$ cat config.mk
export PLATFORM = sky130hd
export DESIGN_NAME = fpc_top
export DESIGN_NICKNAME = d
export VERILOG_FILES = /design/src/fpc_pkg.sv /design/src/fpc_erase_seq.sv /design/src/fpc_top.sv
export SDC_FILE = /design/constraint.sdc
export NUM_CORES = 1
export LEC_CHECK = 0
export ABC_AREA = 1
export BUFFER_PORTS_ARGS = -buffer_cell sky130_fd_sc_hd__buf_2
export CAP_MARGIN = 20
export CORE_AREA = 2 2 114 116
export DETAILED_ROUTE_END_ITERATION = 8
export DIE_AREA = 0 0 116 118
export GPL_ROUTABILITY_DRIVEN = 1
export PLACE_DENSITY = 0.75
export SETUP_SLACK_MARGIN = 0.02
export SYNTH_ARGS = -nofsm -noshare
export SYNTH_HDL_FRONTEND = slang
export SYNTH_HIERARCHICAL = 1
export SYNTH_SLANG_ARGS = --single-unit
$ cat constraint.sdc
create_clock -name sys_clk -period 3.5 [get_ports sys_clk]
set_input_delay 0.7 -clock sys_clk [delete_from_list [all_inputs] [get_ports sys_clk]]
set_output_delay 0.7 -clock sys_clk [all_outputs]
set_load 0.01 [all_outputs]
$ cat src/fpc_pkg.sv
// Package for the flash protection control block.
// Assumes a single 100 MHz system clock domain.
package fpc_pkg;

  // --------------------------------------------------------------------
  // Protection modes
  // --------------------------------------------------------------------
  typedef enum logic [1:0]
  {
    FPC_MODE_NONE = 2'h0,
    FPC_MODE_MID = 2'h1,
    FPC_MODE_STRICT = 2'h2
  } fpc_mode_t;

  // --------------------------------------------------------------------
  // Fetch source of a read instruction
  // --------------------------------------------------------------------
  typedef enum logic [1:0]
  {
    FPC_SRC_PFLASH = 2'h0,
    FPC_SRC_DFLASH = 2'h1,
    FPC_SRC_ROM = 2'h2,
    FPC_SRC_OTHER = 2'h3
  } fpc_src_t;

  localparam logic [2:0] FPC_BOOT_MODE_PROT = 3'h6;
  localparam int FPC_PW_W = 64;
  localparam logic [1:0] FPC_MODE_RST = 2'h0;

endpackage

$ cat src/fpc_erase_seq.sv
// Self-erase sequencer: walks both flash arrays after a password match.
// Assumes the flash macro answers each erase request with a done pulse.
`timescale 1ns/10ps
`default_nettype none
module fpc_erase_seq
  import fpc_pkg::*;
(
  input wire logic sys_clk,
  input wire logic rst,
  input wire logic start,
  output logic erase_p_req,
  output logic erase_d_req,
  input wire logic erase_done,
  output logic busy,
  output logic finished
);

  typedef enum logic [1:0] {FPC_ES_IDLE, FPC_ES_P, FPC_ES_D, FPC_ES_END}
    fpc_es_t;
  fpc_es_t state_ff;
  fpc_es_t nxt_state;

  always_comb
  begin
    nxt_state = state_ff;
    unique case (state_ff)
      FPC_ES_IDLE: if (start) nxt_state = FPC_ES_P;
      FPC_ES_P: if (erase_done) nxt_state = FPC_ES_D;
      FPC_ES_D: if (erase_done) nxt_state = FPC_ES_END;
      FPC_ES_END: nxt_state = FPC_ES_END;
    endcase
  end

  always_ff @(posedge sys_clk)
  begin
    if (rst)
      state_ff <= FPC_ES_IDLE;
    else
      state_ff <= nxt_state;
  end

  assign erase_p_req = (state_ff == FPC_ES_P);
  assign erase_d_req = (state_ff == FPC_ES_D);
  assign busy = (state_ff == FPC_ES_P) || (state_ff == FPC_ES_D);
  assign finished = (state_ff == FPC_ES_END);

endmodule
`default_nettype wire

$ cat src/fpc_top.sv
// Flash protection control: gates program, erase and read accesses.
// Assumes access requests come from the CPU on sys_clk; the boot loader
// request and password arrive already synchronous to sys_clk.
`timescale 1ns/10ps
`default_nettype none

// How it works
// P-flash program/erase only when unprotected
// External data flash access always blocked
// Strict mode: data reads only from flash
// Mid mode: data erase needs fresh unlock
// Boot mode 6 enables or removes protection
// Host supplies stored password in mode 6
// Password match erases both flashes and password
// Protection stays until next reset after erase
// ROM variant protection can never be lifted
// ROM variant mode 6 gives protection error
// Protected ROM reads only from ROM code
// Same-cycle check; refused access changes nothing
module fpc_top
  import fpc_pkg::*;
#(
  parameter bit ROM_VARIANT = 1'b0,
  parameter int PW_W = FPC_PW_W
)
(
  input wire logic sys_clk,
  input wire logic rst,
  input wire logic [1:0] strap_mode,
  input wire logic rom_prot_en,
  input wire logic boot_req,
  input wire logic [2:0] boot_mode,
  input wire logic boot_set_prot,
  input wire logic [1:0] boot_new_mode,
  input wire logic [PW_W-1:0] boot_new_pw,
  input wire logic [PW_W-1:0] boot_pw,
  input wire logic [PW_W-1:0] stored_pw,
  input wire logic unlock_wr,
  input wire logic unlock_val,
  input wire logic p_prog_req,
  input wire logic p_erase_req,
  input wire logic d_prog_req,
  input wire logic d_erase_req,
  input wire logic d_read_req,
  input wire logic rom_read_req,
  input wire logic ext_d_req,
  input wire logic [1:0] fetch_src,
  input wire logic erase_done,
  output logic p_prog_ok,
  output logic p_erase_ok,
  output logic d_prog_ok,
  output logic d_erase_ok,
  output logic d_read_ok,
  output logic rom_read_ok,
  output logic ext_d_ok,
  output logic self_erase_p,
  output logic self_erase_d,
  output logic pw_store,
  output logic [PW_W-1:0] pw_store_val,
  output logic [1:0] store_mode,
  output logic prot_err_ff,
  output logic [1:0] prot_mode,
  output logic data_erase_unlock
);

  // ------------------------------------------------------------------
  // Protection state
  // ------------------------------------------------------------------
  logic [1:0] mode_ff;
  logic strap_taken_ff;
  logic unlock_ff;
  logic pw_hit;
  logic mode6_req;
  logic start_erase;
  logic es_busy;
  logic es_done;
  logic pw_store_ff;
  logic [1:0] store_mode_ff;
  logic [PW_W-1:0] pw_val_ff;

  assign mode6_req = boot_req && (boot_mode == FPC_BOOT_MODE_PROT);
  // Host must present the stored password to release protection
  assign pw_hit = mode6_req && !boot_set_prot
    && (boot_pw == stored_pw) && (mode_ff != FPC_MODE_NONE)
    && !ROM_VARIANT;
  assign start_erase = pw_hit && !es_busy && !es_done;

  // Mode caught from the stored strap after reset release; the flash
  // keeps protection until the next reset even after self-erase.
  always_ff @(posedge sys_clk)
  begin
    if (rst)
    begin
      mode_ff <= FPC_MODE_RST;
      strap_taken_ff <= 1'b0;
    end
    else if (!strap_taken_ff)
    begin
      mode_ff <= strap_mode;
      strap_taken_ff <= 1'b1;
    end
  end

  // Set wins over clear: a write of one in the same cycle as an erase
  // re-arms for the next erase.
  always_ff @(posedge sys_clk)
  begin
    if (rst)
      unlock_ff <= 1'b0;
    else if (unlock_wr)
      unlock_ff <= unlock_val;
    else if (d_erase_ok)
      unlock_ff <= 1'b0;
  end

  // Enabling protection in mode 6 stores the new mode and password;
  // it takes effect at the next reset through the strap.
  always_ff @(posedge sys_clk)
  begin
    if (rst)
    begin
      pw_store_ff <= 1'b0;
      store_mode_ff <= FPC_MODE_RST;
      pw_val_ff <= '0;
    end
    else
    begin
      pw_store_ff <= mode6_req && boot_set_prot && !ROM_VARIANT;
      if (mode6_req && boot_set_prot)
      begin
        store_mode_ff <= boot_new_mode;
        pw_val_ff <= boot_new_pw;
      end
    end
  end

  always_ff @(posedge sys_clk)
  begin
    if (rst)
      prot_err_ff <= 1'b0;
    else if (ROM_VARIANT && mode6_req)
      prot_err_ff <= 1'b1;
  end

  fpc_erase_seq u_erase
  (
    .sys_clk(sys_clk),
    .rst(rst),
    .start(start_erase),
    .erase_p_req(self_erase_p),
    .erase_d_req(self_erase_d),
    .erase_done(erase_done),
    .busy(es_busy),
    .finished(es_done)
  );

  // ------------------------------------------------------------------
  // Access gating, combinational in the request cycle
  // ------------------------------------------------------------------
  wire prot_on = (mode_ff != FPC_MODE_NONE) || ROM_VARIANT;
  wire strict = (mode_ff == FPC_MODE_STRICT);
  wire src_flash = (fetch_src == FPC_SRC_PFLASH)
    || (fetch_src == FPC_SRC_DFLASH);
  // Self-erase owns the array; CPU writes wait until it is over
  wire cpu_free = !es_busy;

  assign p_prog_ok = p_prog_req && !prot_on && cpu_free;
  assign p_erase_ok = p_erase_req && !prot_on && cpu_free;
  assign d_prog_ok = d_prog_req && !strict && cpu_free;
  assign d_erase_ok = d_erase_req && cpu_free
    && ((mode_ff == FPC_MODE_NONE)
    || ((mode_ff == FPC_MODE_MID) && unlock_ff));
  assign d_read_ok = d_read_req && (!strict || src_flash);
  assign rom_read_ok = rom_read_req
    && (!rom_prot_en || (fetch_src == FPC_SRC_ROM));
  assign ext_d_ok = 1'b0;

  assign pw_store = pw_store_ff;
  assign pw_store_val = pw_val_ff;
  assign store_mode = store_mode_ff;
  assign prot_mode = mode_ff;
  assign data_erase_unlock = unlock_ff;

  // ------------------------------------------------------------------
  // Checks
  // ------------------------------------------------------------------
  p_refuse_a: assert property (@(posedge sys_clk) disable iff (rst)
    (mode_ff != FPC_MODE_NONE) |-> !p_prog_ok && !p_erase_ok)
    else $error("p-flash write while protected");
  ext_block_a: assert property (@(posedge sys_clk) disable iff (rst)
    ext_d_req |-> !ext_d_ok)
    else $error("external data flash access granted");
  strict_read_a: assert property (@(posedge sys_clk) disable iff (rst)
    (strict && d_read_ok) |-> src_flash)
    else $error("strict read from wrong source");
  unlock_once_a: assert property (@(posedge sys_clk) disable iff (rst)
    (d_erase_ok && !unlock_wr && mode_ff == FPC_MODE_MID)
    |=> !data_erase_unlock)
    else $error("unlock not consumed by erase");
  erase_start_a: assert property (@(posedge sys_clk) disable iff (rst)
    start_erase |=> self_erase_p)
    else $error("self-erase did not start");
  keep_prot_a: assert property (@(posedge sys_clk) disable iff (rst)
    strap_taken_ff |=> $stable(mode_ff))
    else $error("mode changed before reset");
  rom_err_a: assert property (@(posedge sys_clk) disable iff (rst)
    (ROM_VARIANT && mode6_req) |=> prot_err_ff && !self_erase_p)
    else $error("no protection error on rom");
  rom_read_a: assert property (@(posedge sys_clk) disable iff (rst)
    (rom_prot_en && rom_read_ok) |-> fetch_src == FPC_SRC_ROM)
    else $error("rom read from outside rom");
  pw_store_a: assert property (@(posedge sys_clk) disable iff (rst)
    (mode6_req && boot_set_prot && !ROM_VARIANT)
    |=> pw_store && (store_mode == $past(boot_new_mode)))
    else $error("protection enable not stored");
  pw_check_a: assert property (@(posedge sys_clk) disable iff (rst)
    (mode6_req && (boot_pw != stored_pw)) |-> !start_erase)
    else $error("self-erase without password match");
  rom_lock_a: assert property (@(posedge sys_clk) disable iff (rst)
    ROM_VARIANT |-> !p_prog_ok && !p_erase_ok && !start_erase)
    else $error("rom protection lifted");
  busy_block_a: assert property (@(posedge sys_clk) disable iff (rst)
    es_busy |-> !p_prog_ok && !p_erase_ok && !d_prog_ok
    && !d_erase_ok)
    else $error("cpu write granted during self-erase");

endmodule
`default_nettype wire

==> Flow_metrics.wiki <==
{| class="wikitable"
! Metric !! Value
|-
| Pin slew with the least headroom to its limit || 0.9624 ns
|-
| Total net switching power || 636.3 uW
|-
| Startpoint of the lowest-slack hold path || store_mode[1]$_SDFFE_PP0P_
|-
| Synthesized instance count || 644
|-
| Clock network power share || 40.6%
|-
| Count of pins over their slew limit || 0
|-
| Critical-path cell with the highest stage delay || dfxtp_1
|-
| Most instantiated library cell after synthesis || nand2_1
|-
| Worst hold path cell count || 2
|-
| Synthesis Warnings || 6
|-
| Syn Area/Cell || 6.852 sq um
|-
| Post-cts hold buffer count || 0
|-
| P&R area growth vs syn || 40.15%
|-
| Post-detail-place hpwl || 10460 microns
|-
| Pin count of the biggest net entering global routing || 67
|-
| Post-route worst hold slack || 0.4562 ns
|-
| Global-route wire length before repair || 21130 microns
|-
| Count of maximum capacitance violations || 0
|-
| Fraction of layout cells with a size suffix above 1 || 41.32%
|-
| End point of the worst hold path || store_mode[1]$_SDFFE_PP0P_
|-
| Result of the run || completed
|-
| Fmax || 420.5 MHz
|-
| Post-route DRC || 0
|-
| Distinct cell type count after synthesis || 27
|-
| Slowest cell delay on critical path || 0.41 ns
|-
| RSZ-0062 raised after global routing || false
|-
| Die Area || 13690 sq um
|-
| Reg2reg start || u_erase/state_ff[0]$_SDFFE_PP0P_
|-
| Number of levels the H-tree was split into || 3
|-
| Overall global routing resource usage || 19.10%
|-
| Fraction of power consumed by combinational cells || 21.1%
|-
| Total of flip-flops plus latches after synthesis || 73
|-
| Vert. Die Dim || 118 microns
|-
| Overall die width || 116 microns
|-
| Clock latency at the later pin of the worst-skew pair || 0.32 ns
|-
| Part of the cycle the worst path needs || 67.94%
|-
| Clock period minus final worst setup slack || 2.378 ns
|-
| Ranking of synthesized cells by instance count || nand2_1 (211), inv_1 (100), dfxtp_1 (73)
|-
| Area fraction of the dominant cell type after synthesis || 33.12%
|-
| Max Buffers Root-to-Sink || 2
|-
| Setup TNS Final || 0 ns
|-
| Cell-by-cell listing of the critical path || inv_1 -> ha_1 -> nor2_1 -> o211a_1 -> buf_2
|-
| Fin Clk Skew || 0.0008088 ns
|-
| Crit path capture type || output pin
|-
| Sequential area share after synthesis || 33.12%
|-
| Number of flops mapped to enable cells by yosys || 0
|-
| Number of antenna repair diodes || 0
|-
| Antenna violation net count after detailed routing || 0
|-
| Leftover overflow at the end of global routing || 0
|-
| Via count of the first global-routing pass || 4586
|-
| FF-to-FF setup slack || 1.42 ns
|-
| Kind of critical path || flip-flop to output pin
|-
| Synth top area cells || dfxtp_1 (33%), nand2_1 (18%), nand3_2 (9.1%)
|-
| Total Power Consumption || 2273 uW
|-
| Endpoint required time on the critical path || 2.80 ns
|-
| Antenna violations before repair || 0
|-
| Site Rows || 41
|-
| Count of buffers added by post-CTS timing repair for setup || 0
|-
| Post-CTS clock slew at the launch and capture registers of the worst setup and hold paths || 0.06 ns
|-
| Weighted congestion reported at the end of routability-driven placement || 0.9232
|-
| Highest net fanout along the worst path || 5
|-
| Leakage component of the power || 0.003240 uW
|-
| IO buf count || 292
|-
| Effective utilization at floorplan || 35.55%
|-
| Post-placement cell area || 5879 sq um
|-
| Area inside the core boundary || 12410 sq um
|-
| Async SR Flop Fraction || 0%
|-
| Nets || 1143
|-
| TritonCTS clock tree || yes
|-
| Post-synthesis instance area || 4413 sq um
|-
| Worst Reg2Reg Path Length in Cells || 14
|-
| Final std cell area, no fill || 6185 sq um
|-
| Max-slew headroom || 35.84%
|-
| Count of endpoints failing setup in the final report || 0
|-
| Largest area contributor in the netlist || dfxtp_1
|-
| Hold crit path type || flip-flop to flip-flop
|-
| Wire per inst || 12.09 microns
|-
| Number of gates given a new drive strength after cts || 0
|-
| Startpoint kind of the worst setup timing path || flip-flop
|-
| Total clock sinks || 73
|-
| Total I/O pin count || 296
|-
| Reg-to-reg critical path endpoint || u_erase/state_ff[1]$_SDFFE_PP0P_
|-
| Flip-flop cell with the highest count after synthesis || dfxtp_1
|-
| Vias after detailed routing || 4886
|-
| Routed wire length || 13290 microns
|-
| PwrDens || 367.5 nW/um^2
|-
| Peak supply drop || 0.2490 mV
|-
| Internal Power || 1637 uW
|-
| Final Hold Fails || 0
|-
| Initial drt markers || 305
|-
| First-pass detailed-route iteration total || 4
|-
| Sw Share || 27.99%
|-
| Fraction of the core area covered by cells at the end of the flow || 49.82%
|-
| Share of power burned in registers || 38.3%
|-
| Number of CTS-inserted buffers || 9
|-
| Data arrival time of the critical path || 1.68 ns
|-
| Mean number of vias per cell || 4.446
|-
| CTS Root Cell || clkbuf_16
|}
-- worst max-delay path: cells and delay by family (launching register included) --
kind	cells	cell delay, ns
AO/OA/AOI/OAI	1	0.19
AND/OR/NAND/NOR	1	0.17
adder cells (fa/ha/maj)	1	0.37
buffers and inverters	2	0.22
flip-flops	1	0.41
-- final cells by class --
class	instances	area [sq um]
clock buffer	10	239.0
clock inverter	6	66.31
fill	1309	6230
inverter	100	375.4
multi-input combinational	441	2316
sequential	73	1461
tap	172	215.2
timing repair buffer	297	1511
-- kinds of logic after synthesis --
group / after synthesis / share of synthesized area (%)
AND/OR/NAND/NOR: 325 / 34.65
AO/OA/AOI/OAI: 97 / 13.86
other: 1 / 0.08498
adder cells (fa/ha/maj): 5 / 1.418
XOR/XNOR: 12 / 2.382
buffers and inverters: 131 / 14.49
flip-flops: 73 / 33.12
-- power groups by stage --
stage               clock network [uW]  logic [uW]  registers, uW
floorplan                            0         262            891
global placement                     0         476            888
detailed placement                   0         483            888
CTS                                948         484            870
global route                       981         545            873
finish                             924         479            871
-- registers in the layout (all words and copies together), names as in the netlist --
signal and count:
pw_store_val 64, prot_mode 2, store_mode 2, u_erase/state_ff 2
data_erase_unlock 1, pw_store 1, strap_taken_ff 1
-- worst max path at each step --
| stage | start | endpoint | slack (ns) |
|---|---|---|---|
| 5_1_grt | u_erase/state_ff[0]$_SDFFE_PP0P_ | p_prog_ok | 0.97 |
| 2_1_floorplan | u_erase/state_ff[0]$_SDFFE_PP0P_ | d_prog_ok | 1.71 |
| 3_5_place_dp | boot_mode[0] | u_erase/state_ff[1]$_SDFFE_PP0P_ | 1.07 |
| 4_1_cts | u_erase/state_ff[0]$_SDFFE_PP0P_ | d_erase_ok | 1.10 |
| 6_report | u_erase/state_ff[0]$_SDFFE_PP0P_ | d_erase_ok | 1.12 |
| 3_3_place_gp | boot_mode[0] | u_erase/state_ff[1]$_SDFFE_PP0P_ | 1.08 |
-- stage by stage --
stage	cells	setup slack [ns]
3_5_place_dp	1083	1.069
6_report	1099	1.122
3_3_place_gp	1083	1.076
4_1_cts	1099	1.096
2_1_floorplan	645	1.707
5_1_grt	1099	0.9686
-- layout by cell type, fill, tap and decap left out --
cell type	instances
a21oi_1	43
nand3_1	31
o22ai_1	8
buf_2	292
inv_6	1
nand3_2	40
buf_4	4
a21boi_0	1
a21oi_2	27
nand2_2	1
buf_12	1
o21ai_0	15
dfxtp_1	73
bufinv_16	1
a2bb2oi_1	1
o21ai_2	1
ha_1	5
clkbuf_8	1
nor2_1	37
o211a_1	1
nor2_4	1
xnor2_1	12
inv_1	100
clkbuf_16	9
clkinvlp_4	3
nor3_1	1
clkinv_2	1
nor3b_1	1
conb_1	2
nand2_1	211
nand4_1	2
-- metal layers --
metal  vias up  wire length (microns)  track usage (%)
li1       2557                      -                -
met1      2110                   5794            24.06
met2       193                   6348            31.76
met3        26                    866            4.377
met4         0                    284            6.548
met5         -                      0                0
(Power assumes the default switching activity.)
